<file path="config.mk">
export PLATFORM = sky130hd
export DESIGN_NAME = accel_readout
export DESIGN_NICKNAME = d
export VERILOG_FILES = /design/src/accel_readout.v /design/src/axis_compare.v /design/src/event_source.v
export VERILOG_INCLUDE_DIRS = /design/src /design/src/src
export SDC_FILE = /design/constraint.sdc
export NUM_CORES = 1
export LEC_CHECK = 0
export BUFFER_PORTS_ARGS = -buffer_cell sky130_fd_sc_hd__buf_4
export CORE_ASPECT_RATIO = 1.4
export CORE_MARGIN = 2
export CORE_UTILIZATION = 50
export CTS_CLUSTER_SIZE = 40
export DETAILED_ROUTE_END_ITERATION = 8
export PLACE_DENSITY = 0.71
export SLEW_MARGIN = 30
export SYNTH_ARGS = -nofsm -noshare
export SYNTH_HDL_FRONTEND = slang
export SYNTH_SLANG_ARGS = --single-unit
</file>
<file path="constraint.sdc">
create_clock -name sys_clk -period 3.7 [get_ports sys_clk]
set_input_delay 0.555 -clock sys_clk [delete_from_list [all_inputs] [get_ports sys_clk]]
set_output_delay 0.555 -clock sys_clk [all_outputs]
set_load 0.02 [all_outputs]
</file>
<file path="src/accel_consts.vh">
// Purpose: shared offsets, field positions, reset values and timing for the accelerometer readout block
// Assumes: 32-bit Wishbone word per register, byte address = 4 * index
// Notes: constants only
`ifndef ACCEL_CONSTS_VH
`define ACCEL_CONSTS_VH
// ====================================================
// Register indices (byte address = 4 * index)
`define IDX_POWER_RATE_CONTROL 8'h20
`define IDX_FILTER_CONTROL 8'h21
`define IDX_PIN_ROUTING_CONTROL 8'h22
`define IDX_FILTER_REFERENCE_RESET 8'h23
`define IDX_STATUS 8'h27
`define IDX_X_AXIS_OUTPUT 8'h29
`define IDX_Y_AXIS_OUTPUT 8'h2B
`define IDX_Z_AXIS_OUTPUT 8'h2D
`define IDX_EVENT_CONFIGURATION_ONE 8'h30
`define IDX_EVENT_SOURCE_ONE 8'h31
`define IDX_EVENT_THRESHOLD_ONE 8'h32
`define IDX_EVENT_MIN_DURATION_ONE 8'h33
`define IDX_EVENT_CONFIGURATION_TWO 8'h34
`define IDX_EVENT_SOURCE_TWO 8'h35
`define IDX_EVENT_THRESHOLD_TWO 8'h36
`define IDX_EVENT_MIN_DURATION_TWO 8'h37
// ====================================================
// Field positions
`define BIT_RATE_SELECT 7
`define BIT_POWER_ON 6
`define BIT_X_ENABLE 0
`define BIT_Y_ENABLE 1
`define BIT_Z_ENABLE 2
`define BIT_HP_SOURCE_ONE 2
`define BIT_HP_SOURCE_TWO 3
`define BIT_INTERRUPT_POLARITY 7
`define BIT_ALL_AXES_NEW_DATA 3
`define BIT_ALL_AXES_OVERRUN 7
`define BIT_COMBINATION 7
`define BIT_LATCH_REQUEST 6
`define BIT_SOURCE_ACTIVE 6
`define ROUTE_SOURCE_ONE 3'h1
`define ROUTE_SOURCE_TWO 3'h2
`define ROUTE_SOURCE_EITHER 3'h3
`define ROUTE_DATA_READY 3'h4
// ====================================================
// Reset values
`define RST_POWER_RATE_CONTROL 8'h07
`define RST_ZERO_BYTE 8'h00
// ====================================================
// Timing at 100 MHz
`define CLOCK_HZ 100000000
`define BOOT_TIME_US 3000
`define BOOT_CYCLES ((`BOOT_TIME_US * (`CLOCK_HZ / 1000000)))
`define RATE_100_HZ 100
`define RATE_400_HZ 400
`define PERIOD_100_CYCLES (`CLOCK_HZ / `RATE_100_HZ)
`define PERIOD_400_CYCLES (`CLOCK_HZ / `RATE_400_HZ)
`endif

</file>
<file path="src/accel_readout.v">
// Overview of operation
// - Boot copies calibration, then enters power-down
// - Write 47h powers on, XYZ, 100 Hz
// - Status bit 3 shows fresh samples
// - Status bit 7 flags overwritten samples
// - Overrun clears after full read, no new
// - Data-ready pin mirrors flag, polarity selectable
// - Data-ready drops after all enabled axes read
// - Routing field 100 selects data-ready
// - Outputs two's complement, 18 mg per LSB
// - Two identical independent interrupt sources
// - Condition asserts request, source reports axes
// - Combination 0 ORs enabled comparators
// - Comparators test axis magnitude against threshold
// - Combination 1 needs all enabled comparators true
// - Unlatched request follows condition
// - Latched request holds until source read
// - Enable bits select axes and directions
// - Write C7h powers on at 400 Hz
// - Routing 01h to pin one, 08h two
// - Filter control 04h high-passes source one
// - Filter-reset read loads current reference
// - Reference applies at once, any time
// - Routing 001, 010, 011 select sources
// - Source read clears latched register and request
//
// Purpose: register file, sampling, status and pin routing of a three-axis accelerometer
// Assumes: classic Wishbone slave, ack one cycle after strobe; raw samples come from the sensing front end
// Notes: the calibration store is modelled as a parameter table copied at boot
//
// The Wishbone interface to the registers and the register addresses were chosen for this implementation.
`timescale 1ns/1ps
`default_nettype none
`include "accel_consts.vh"
module accel_readout #(
  parameter BOOT_CYCLES = `BOOT_CYCLES,
  parameter PERIOD_SLOW = `PERIOD_100_CYCLES,
  parameter PERIOD_FAST = `PERIOD_400_CYCLES,
  parameter [23:0] CAL_OFFSETS = 24'h000000
) (
  input wire sys_clk,
  input wire sys_rst,
  input wire clk_en,
  input wire [7:0] raw_x,
  input wire [7:0] raw_y,
  input wire [7:0] raw_z,
  input wire wb_cyc_i,
  input wire wb_stb_i,
  input wire wb_we_i,
  input wire [9:0] wb_adr_i,
  input wire [3:0] wb_sel_i,
  input wire [31:0] wb_dat_i,
  output reg [31:0] wb_dat_o,
  output reg wb_ack_o,
  output reg booting,
  output reg interrupt_pin_one,
  output reg interrupt_pin_two
);
  // ====================================================
  // Register storage
  reg [7:0] power_rate_control_ff;
  reg [7:0] filter_control_ff;
  reg [7:0] pin_routing_control_ff;
  reg [7:0] event_configuration_one_ff;
  reg [7:0] event_configuration_two_ff;
  reg [7:0] event_threshold_one_ff;
  reg [7:0] event_threshold_two_ff;
  reg [7:0] event_min_duration_one_ff;
  reg [7:0] event_min_duration_two_ff;
  reg [23:0] calibration_ff;
  reg [23:0] out_ff;
  reg [23:0] reference_ff;
  reg [2:0] unread_ff;
  reg [2:0] overrun_ff;
  reg [31:0] boot_count_ff;
  reg [31:0] rate_count_ff;
  reg [7:0] x_sync1_ff;
  reg [7:0] y_sync1_ff;
  reg [7:0] z_sync1_ff;
  reg [23:0] raw_sync_ff;
  // ====================================================
  // Bus decode
  wire bus_req;
  wire [7:0] index;
  wire rd_strobe;
  wire wr_strobe;
  wire wr_lane0;
  // Ack high blocks a retake
  assign bus_req = wb_cyc_i && wb_stb_i && !wb_ack_o;
  assign index = wb_adr_i[9:2];
  assign rd_strobe = bus_req && !wb_we_i;
  assign wr_strobe = bus_req && wb_we_i;
  assign wr_lane0 = wr_strobe && wb_sel_i[0];
  // ====================================================
  // Sampling
  wire powered;
  wire [2:0] axis_en;
  wire [31:0] period;
  wire sample_tick;
  wire [23:0] calibrated;
  wire [23:0] filtered;
  wire [2:0] axis_read;
  wire all_read;
  wire ref_load;
  assign powered = power_rate_control_ff[`BIT_POWER_ON] &&
    !booting;
  assign axis_en = power_rate_control_ff[2:0];
  // bit 7 low selects 100 Hz; high selects 400 Hz
  assign period = power_rate_control_ff[`BIT_RATE_SELECT] ?
    PERIOD_FAST : PERIOD_SLOW;
  assign sample_tick = powered &&
    (rate_count_ff >= period - 32'd1);
  // calibrated two's complement sample, 18 mg per LSB at 2 g
  genvar a;
  generate
    for (a = 0; a < 3; a = a + 1)
    begin : g_axis
      assign calibrated[8*a+7:8*a] = raw_sync_ff[8*a+7:8*a] +
        calibration_ff[8*a+7:8*a];
      assign filtered[8*a+7:8*a] = calibrated[8*a+7:8*a] -
        reference_ff[8*a+7:8*a];
      assign axis_read[a] = rd_strobe &&
        (index == `IDX_X_AXIS_OUTPUT + 8'd2 * a[7:0]);
    end
  endgenerate
  // only enabled channels must be read
  assign all_read = ((unread_ff & ~axis_read) & axis_en) ==
    3'h0;
  // read of filter reset loads reference
  assign ref_load = rd_strobe &&
    (index == `IDX_FILTER_REFERENCE_RESET);
  // ====================================================
  // Interrupt sources
  wire [6:0] src_one_bits;
  wire [6:0] src_two_bits;
  wire req_one;
  wire req_two;
  wire [23:0] feed_one;
  wire [23:0] feed_two;
  assign feed_one = filter_control_ff[`BIT_HP_SOURCE_ONE] ?
    filtered : out_ff;
  assign feed_two = filter_control_ff[`BIT_HP_SOURCE_TWO] ?
    filtered : out_ff;
  event_source u_source_one (
    .sys_clk(sys_clk),
    .sys_rst(sys_rst),
    .clk_en(clk_en),
    .x_sample(feed_one[7:0]),
    .y_sample(feed_one[15:8]),
    .z_sample(feed_one[23:16]),
    .configuration(event_configuration_one_ff),
    .threshold(event_threshold_one_ff[6:0]),
    .clear_read(rd_strobe && index == `IDX_EVENT_SOURCE_ONE),
    .source_bits(src_one_bits),
    .request(req_one)
  );
  event_source u_source_two (
    .sys_clk(sys_clk),
    .sys_rst(sys_rst),
    .clk_en(clk_en),
    .x_sample(feed_two[7:0]),
    .y_sample(feed_two[15:8]),
    .z_sample(feed_two[23:16]),
    .configuration(event_configuration_two_ff),
    .threshold(event_threshold_two_ff[6:0]),
    .clear_read(rd_strobe && index == `IDX_EVENT_SOURCE_TWO),
    .source_bits(src_two_bits),
    .request(req_two)
  );
  // ====================================================
  // Status and routing
  wire new_data;
  wire overrun_any;
  wire [7:0] status_byte;
  assign new_data = |(unread_ff & axis_en);
  assign overrun_any = |(overrun_ff & axis_en);
  // bit 3 new data; bit 7 overrun
  assign status_byte = {overrun_any, 1'b0, 1'b0, 1'b0, new_data, 3'h0} |
    {4'h0, 1'b0, unread_ff};
  function route_pin;
    input [2:0] field;
    input ready;
    input one;
    input two;
    begin
      case (field)
        `ROUTE_SOURCE_ONE: route_pin = one;
        `ROUTE_SOURCE_TWO: route_pin = two;
        `ROUTE_SOURCE_EITHER: route_pin = one | two;
        `ROUTE_DATA_READY: route_pin = ready;
        // Reserved codes stay idle
        default: route_pin = 1'b0;
      endcase
    end
  endfunction
  wire pin_one_level;
  wire pin_two_level;
  wire polarity_low;
  assign polarity_low = pin_routing_control_ff[`BIT_INTERRUPT_POLARITY];
  assign pin_one_level = route_pin(pin_routing_control_ff[2:0],
    new_data, req_one, req_two);
  assign pin_two_level = route_pin(pin_routing_control_ff[5:3],
    new_data, req_one, req_two);
  // ====================================================
  // Read mux
  reg [7:0] rd_byte;
  always @*
  begin
    case (index)
      `IDX_POWER_RATE_CONTROL: rd_byte = power_rate_control_ff;
      `IDX_FILTER_CONTROL: rd_byte = filter_control_ff;
      `IDX_PIN_ROUTING_CONTROL: rd_byte = pin_routing_control_ff;
      `IDX_STATUS: rd_byte = status_byte;
      `IDX_X_AXIS_OUTPUT: rd_byte = out_ff[7:0];
      `IDX_Y_AXIS_OUTPUT: rd_byte = out_ff[15:8];
      `IDX_Z_AXIS_OUTPUT: rd_byte = out_ff[23:16];
      `IDX_EVENT_CONFIGURATION_ONE: rd_byte = event_configuration_one_ff;
      `IDX_EVENT_SOURCE_ONE: rd_byte = {1'b0, src_one_bits};
      `IDX_EVENT_THRESHOLD_ONE: rd_byte = event_threshold_one_ff;
      `IDX_EVENT_MIN_DURATION_ONE: rd_byte = event_min_duration_one_ff;
      `IDX_EVENT_CONFIGURATION_TWO: rd_byte = event_configuration_two_ff;
      `IDX_EVENT_SOURCE_TWO: rd_byte = {1'b0, src_two_bits};
      `IDX_EVENT_THRESHOLD_TWO: rd_byte = event_threshold_two_ff;
      `IDX_EVENT_MIN_DURATION_TWO: rd_byte = event_min_duration_two_ff;
      // Unmapped reads zero
      default: rd_byte = 8'h00;
    endcase
  end
  // ====================================================
  // Input synchroniser, front end is asynchronous
  // Word copied whole; front end holds it steady
  always @(posedge sys_clk)
  begin
    if (sys_rst)
    begin
      x_sync1_ff <= 8'h00;
      y_sync1_ff <= 8'h00;
      z_sync1_ff <= 8'h00;
      raw_sync_ff <= 24'h000000;
    end
    else if (clk_en)
    begin
      x_sync1_ff <= raw_x;
      y_sync1_ff <= raw_y;
      z_sync1_ff <= raw_z;
      raw_sync_ff <= {z_sync1_ff, y_sync1_ff, x_sync1_ff};
    end
  end
  // ====================================================
  // Main sequential logic
  always @(posedge sys_clk)
  begin
    if (sys_rst)
    begin
      power_rate_control_ff <= `RST_POWER_RATE_CONTROL;
      filter_control_ff <= `RST_ZERO_BYTE;
      pin_routing_control_ff <= `RST_ZERO_BYTE;
      event_configuration_one_ff <= `RST_ZERO_BYTE;
      event_configuration_two_ff <= `RST_ZERO_BYTE;
      event_threshold_one_ff <= `RST_ZERO_BYTE;
      event_threshold_two_ff <= `RST_ZERO_BYTE;
      event_min_duration_one_ff <= `RST_ZERO_BYTE;
      event_min_duration_two_ff <= `RST_ZERO_BYTE;
      calibration_ff <= 24'h000000;
      out_ff <= 24'h000000;
      reference_ff <= 24'h000000;
      unread_ff <= 3'h0;
      overrun_ff <= 3'h0;
      boot_count_ff <= 32'h00000000;
      rate_count_ff <= 32'h00000000;
      booting <= 1'b1;
      wb_ack_o <= 1'b0;
      wb_dat_o <= 32'h00000000;
      interrupt_pin_one <= 1'b0;
      interrupt_pin_two <= 1'b0;
    end
    else if (clk_en)
    begin
      // boot copy, then power-down (bit 6 stays low)
      if (booting)
      begin
        calibration_ff <= CAL_OFFSETS;
        boot_count_ff <= boot_count_ff + 32'd1;
        if (boot_count_ff >= BOOT_CYCLES - 1)
          booting <= 1'b0;
      end
      // One-cycle ack
      wb_ack_o <= bus_req;
      wb_dat_o <= rd_strobe ?
        {24'h000000, rd_byte} : 32'h00000000;
      if (wr_lane0)
      begin
        case (index)
          `IDX_POWER_RATE_CONTROL: power_rate_control_ff <= wb_dat_i[7:0];
          `IDX_FILTER_CONTROL: filter_control_ff <= wb_dat_i[7:0];
          `IDX_PIN_ROUTING_CONTROL: pin_routing_control_ff <= wb_dat_i[7:0];
          `IDX_EVENT_CONFIGURATION_ONE: event_configuration_one_ff <= wb_dat_i[7:0];
          `IDX_EVENT_THRESHOLD_ONE: event_threshold_one_ff <= wb_dat_i[7:0];
          `IDX_EVENT_MIN_DURATION_ONE: event_min_duration_one_ff <= wb_dat_i[7:0];
          `IDX_EVENT_CONFIGURATION_TWO: event_configuration_two_ff <= wb_dat_i[7:0];
          `IDX_EVENT_THRESHOLD_TWO: event_threshold_two_ff <= wb_dat_i[7:0];
          `IDX_EVENT_MIN_DURATION_TWO: event_min_duration_two_ff <= wb_dat_i[7:0];
          default: power_rate_control_ff <= power_rate_control_ff;
        endcase
      end
      if (ref_load)
        reference_ff <= calibrated;
      // Idle while powered down
      if (!powered)
        rate_count_ff <= 32'h00000000;
      else if (sample_tick)
        rate_count_ff <= 32'h00000000;
      else
        rate_count_ff <= rate_count_ff + 32'd1;
      if (sample_tick)
      begin
        out_ff <= calibrated;
        // set on full sample; set wins over read clear
        unread_ff <= axis_en;
        overrun_ff <= overrun_ff |
          (unread_ff & ~axis_read & axis_en);
      end
      else
      begin
        unread_ff <= unread_ff & ~axis_read;
        // clear after all read, no new sample
        if (all_read)
          overrun_ff <= 3'h0;
      end
      // polarity bit inverts the pin level
      interrupt_pin_one <= pin_one_level ^ polarity_low;
      interrupt_pin_two <= pin_two_level ^ polarity_low;
    end
  end
endmodule
`default_nettype wire

</file>
<file path="src/axis_compare.v">
// Purpose: high/low threshold comparison of one axis against a magnitude threshold
// Assumes: sample is two's complement, threshold is unsigned magnitude
// Notes: pure combinational
`timescale 1ns/1ps
`default_nettype none
module axis_compare #(
  parameter WIDTH = 8
) (
  input wire [WIDTH-1:0] sample,
  input wire [6:0] threshold,
  output wire above,
  output wire below
);
  wire [WIDTH-1:0] magnitude;
  // Most negative value wraps to itself, still larger than any threshold
  assign magnitude = sample[WIDTH-1] ? (~sample + {{(WIDTH-1){1'b0}}, 1'b1}) : sample;
  assign above = magnitude > {{(WIDTH-7){1'b0}}, threshold};
  assign below = ~above;
endmodule
`default_nettype wire

</file>
<file path="src/event_source.v">
// Purpose: one free-fall/wake-up interrupt source with latch and source register
// Assumes: samples are compared on every clk_en cycle; clear_read pulses on a read of the source register
// Notes: latched flags hold until the source register is read
`timescale 1ns/1ps
`default_nettype none
`include "accel_consts.vh"
module event_source (
  input wire sys_clk,
  input wire sys_rst,
  input wire clk_en,
  input wire [7:0] x_sample,
  input wire [7:0] y_sample,
  input wire [7:0] z_sample,
  input wire [7:0] configuration,
  input wire [6:0] threshold,
  input wire clear_read,
  output wire [6:0] source_bits,
  output wire request
);
  wire [5:0] hit;
  wire [5:0] enabled;
  wire [23:0] samples;
  wire condition;
  reg [6:0] held_ff;
  reg [6:0] nxt_held;
  assign samples = {z_sample, y_sample, x_sample};
  assign enabled = configuration[5:0];
  genvar i;
  generate
    for (i = 0; i < 3; i = i + 1)
    begin : g_axis
      axis_compare #(.WIDTH(8)) u_cmp (
        .sample(samples[8*i+7:8*i]),
        .threshold(threshold),
        .above(hit[2*i+1]),
        .below(hit[2*i])
      );
    end
  endgenerate
  // OR of enabled comparators; all enabled below (low enables give that form)
  // enable bits pick axis and direction
  assign condition = configuration[`BIT_COMBINATION] ?
    ((|enabled) && ((hit & enabled) == enabled)) : (|(hit & enabled));
  // report axes and request; follow or latch
  always @*
  begin
    nxt_held = held_ff;
    if (!configuration[`BIT_LATCH_REQUEST])
      nxt_held = {condition, hit & enabled & {6{condition}}};
    else
    begin
      // read clears; a new event in the same cycle wins
      if (clear_read)
        nxt_held = 7'h00;
      if (condition)
        nxt_held = {1'b1, (clear_read ? 6'h00 : held_ff[5:0]) | (hit & enabled)};
    end
  end
  always @(posedge sys_clk)
  begin
    if (sys_rst)
      held_ff <= 7'h00;
    else if (clk_en)
      held_ff <= nxt_held;
  end
  assign source_bits = held_ff;
  assign request = held_ff[6];
endmodule
`default_nettype wire

</file>
==> flow_summary.json <==
{
  "viasPerCell": 5.92,
  "die_w_um": 152,
  "synth_warnings": 0,
  "worstMarginPinSlew_ns": 0.817,
  "drt_pre_antenna_iters": 6,
  "place_congestion": 0.929,
  "yosysMostFrequentCell": "dfxtp_1",
  "synth.distinct_cells": 95,
  "cts_buffers": 26,
  "clockRootBuffer": "clkbuf_16",
  "finalHoldViolCount": 0,
  "timing.final.crit_share": 1.09,
  "yosysTopAreaCell": "dfxtp_1",
  "tritoncts": "done",
  "antenna_found_initial": 0,
  "syn_to_final_growth_pct": 22.0,
  "wl_per_cell_um": 18.6,
  "multiInputGateArea_um2": 9920,
  "synth.avg_cell_area_um2": 8.12,
  "hold_path.class": "in2reg",
  "drtIter0Drc": 1155,
  "drc_errors": 0,
  "grt_pass1_vias": 14073,
  "pwr_density_cell_nw_per_um2": 331,
  "grt_pass1_wl_um": 72300,
  "cts_sinks": 264,
  "worst_slack_ns": -0.328,
  "worstPathMaxFanout": 7,
  "yosysSeqAreaShare": 0.343,
  "synth_seq_cells": 264,
  "synth_common_cells": "dfxtp_1 (264), nand2_1 (250), nor2_1 (210)",
  "start_util": 0.505,
  "drv_slew": 0,
  "netlist_top_cells_area": "dfxtp_1 (34%), mux2i_1 (7.1%), ha_1 (6.4%)",
  "sw_frac_of_total": 0.230,
  "synthArstFlopShare": 0,
  "yosysTopAreaCellShare": 0.343,
  "hold_ws_ns": 0.232,
  "totalWireLength_um": 46300,
  "switchingPower_uw": 1430,
  "dpl.hpwl_um": 33200,
  "seqPwrFrac": 0.465,
  "overflow": 0,
  "die-area_um2": 32200,
  "critical_path_class": "reg2reg",
  "min_period_ns": 4.03,
  "port_buffers": 58,
  "setup_viol": 14,
  "diodes": 0,
  "drtAntennaViolNets": 0,
  "detailroute.via_count": 14712,
  "clock.fmax_mhz": 248,
  "dp.cells": 2411,
  "cts.path.max_buffers": 3,
  "vdd_drop_max_mv": 0.369,
  "status": "finished, violations left",
  "htreeDepth": 1,
  "grt_max_degree": 101,
  "clk_pin_slew_ns": 0.06,
  "die_h_um": 212,
  "cp.required_ns": 4.14,
  "rsz0062_at_grt": "true",
  "fin_cells": 2485,
  "clock_skew_ns": 0.0204,
  "row_count": 76,
  "fill_cells": 2588,
  "synthFlopType": "dfxtp_1",
  "nNetsFinal": 2234,
  "p_leak_uw": 0.00724,
  "synth_edf_count": 0,
  "maxCapViolations": 0,
  "cts_hold_buf": 0,
  "regArea_um2": 5300,
  "p_int_uw": 4790,
  "worstPathArrival_ns": 4.47,
  "core-area_um2": 30500,
  "pin_count": 112,
  "clk_latency_ns": 0.56,
  "grt_usage": 0.275,
  "p_clk_frac": 0.467,
  "synth_cells": 1897,
  "critPathLaunchType": "flip-flop",
  "failed_checks": "setup timing",
  "drive_gt1_frac": 0.201,
  "syn_area_um2": 15400,
  "p_comb_frac": 0.068,
  "endpoint_kind": "flip-flop",
  "slew_headroom": 0.456
}
kinds of logic (layout without fill, tap and decap cells):
group	Yosys count	after routing	share of synthesized area
flip-flops	264	264	0.343
other	1	24	0.000243
multiplexers	111	111	0.0722
buffers and inverters	183	358	0.0538
AND/OR/NAND/NOR	787	787	0.248
XOR/XNOR	75	75	0.0426
adder cells (fa/ha/maj)	82	82	0.0681
AO/OA/AOI/OAI	394	394	0.172
final cells by class:
cell class / count / share of cell area
multi-input combinational: 1473 / 0.528
clock buffer: 35 / 0.0391
clock inverter: 12 / 0.0110
inverter: 60 / 0.0120
timing repair buffer: 251 / 0.103
sequential: 264 / 0.282
tap: 390 / 0.0260
per-layer routing:
| metal | routed length, µm | vias up | part of all wire | GRT usage |
|---|---|---|---|---|
| li1 | - | 7055 | - | - |
| met1 | 17700 | 6950 | 0.38 | 0.308 |
| met2 | 23200 | 550 | 0.50 | 0.504 |
| met3 | 2540 | 157 | 0.055 | 0.0317 |
| met4 | 2890 | 0 | 0.062 | 0.154 |
| met5 | 0 | - | 0 | 0 |
power groups by stage:
stage	sequential [µW]	combinational, µW	clock [µW]
final	2890	423	2900
after global routing	2890	456	3050
after CTS	2890	404	2950
after detailed placement	2950	386	0
after global placement	2950	378	0
after floorplan	2950	257	0
placed cells by master, fill, tap and decap left out, drive strengths merged, types with 17 or more instances in the layout:
| cell type | instances |
|---|---|
| ha | 79 |
| a21oi | 141 |
| nor2 | 211 |
| nand2 | 250 |
| a31oi | 20 |
| nand3 | 97 |
| xnor2 | 38 |
| conb | 24 |
| and2 | 20 |
| nor3 | 33 |
| mux2i | 110 |
| o21ai | 71 |
| clkbuf | 35 |
| inv | 61 |
| and3 | 30 |
| a221oi | 26 |
| nor2b | 33 |
| xor2 | 37 |
| buf | 251 |
| nor4 | 17 |
| dfxtp | 264 |
registers in the layout, indices dropped and copies added, names as in the netlist, 24 cells and up:
name / cells
boot_count_ff: 32
raw_sync_ff: 24
out_ff: 24
reference_ff: 24
rate_count_ff: 32
critical path, cell delays in order, from the launching register on:
cell	delay, ns
dfxtp_1	0.37
ha_4	0.16
fa_2	0.24
nor2b_4	0.06
o31a_1	0.37
buf_4	0.17
buf_4	0.12
a211oi_1	0.31
and4b_1	0.26
nor2_1	0.13
xnor2_1	0.08
ha_1	0.31
nand3_2	0.10
or2_4	0.27
o21ai_4	0.11
nand2_1	0.11
mux2i_2	0.23
nor4_4	0.09
o2bb2ai_4	0.17
a32o_1	0.27
final timing paths:
path	startpoint	end	slack, ns	cells after the start
hold / removal	raw_y[3]	y_sync1_ff[3]	0.23	3
hold reg to reg	reference_ff[2]	reference_ff[2]	0.45	2
setup reg to reg	reference_ff[0]	u_source_two.source_bits[4]	-0.33	19
setup / recovery	reference_ff[0]	u_source_two.source_bits[4]	-0.33	19
through the flow:
step | worst slack [ns] | TNS, ns | cell area, µm² | util | power [µW]
floorplan | -0.0620 | -0.408 | 15500 | - | 3210
global placement | -0.367 | -3.80 | 17100 | 0.561 | 3330
detailed placement | -0.426 | -4.67 | 17100 | 0.561 | 3340
CTS | -0.279 | -3.28 | 18400 | 0.604 | 6250
global route | -0.503 | -6.38 | 18800 | 0.616 | 6400
finish | -0.328 | -4.19 | 18800 | 0.616 | 6220
what timing repair did:
action / in CTS / in global routing
pin swaps: 42 / 39
resized for setup: 53 / 56
endpoints found under the setup margin: 14 / 14
buffers inserted: 14 / 14
No activity file was read; power rests on OpenSTA's default activity.
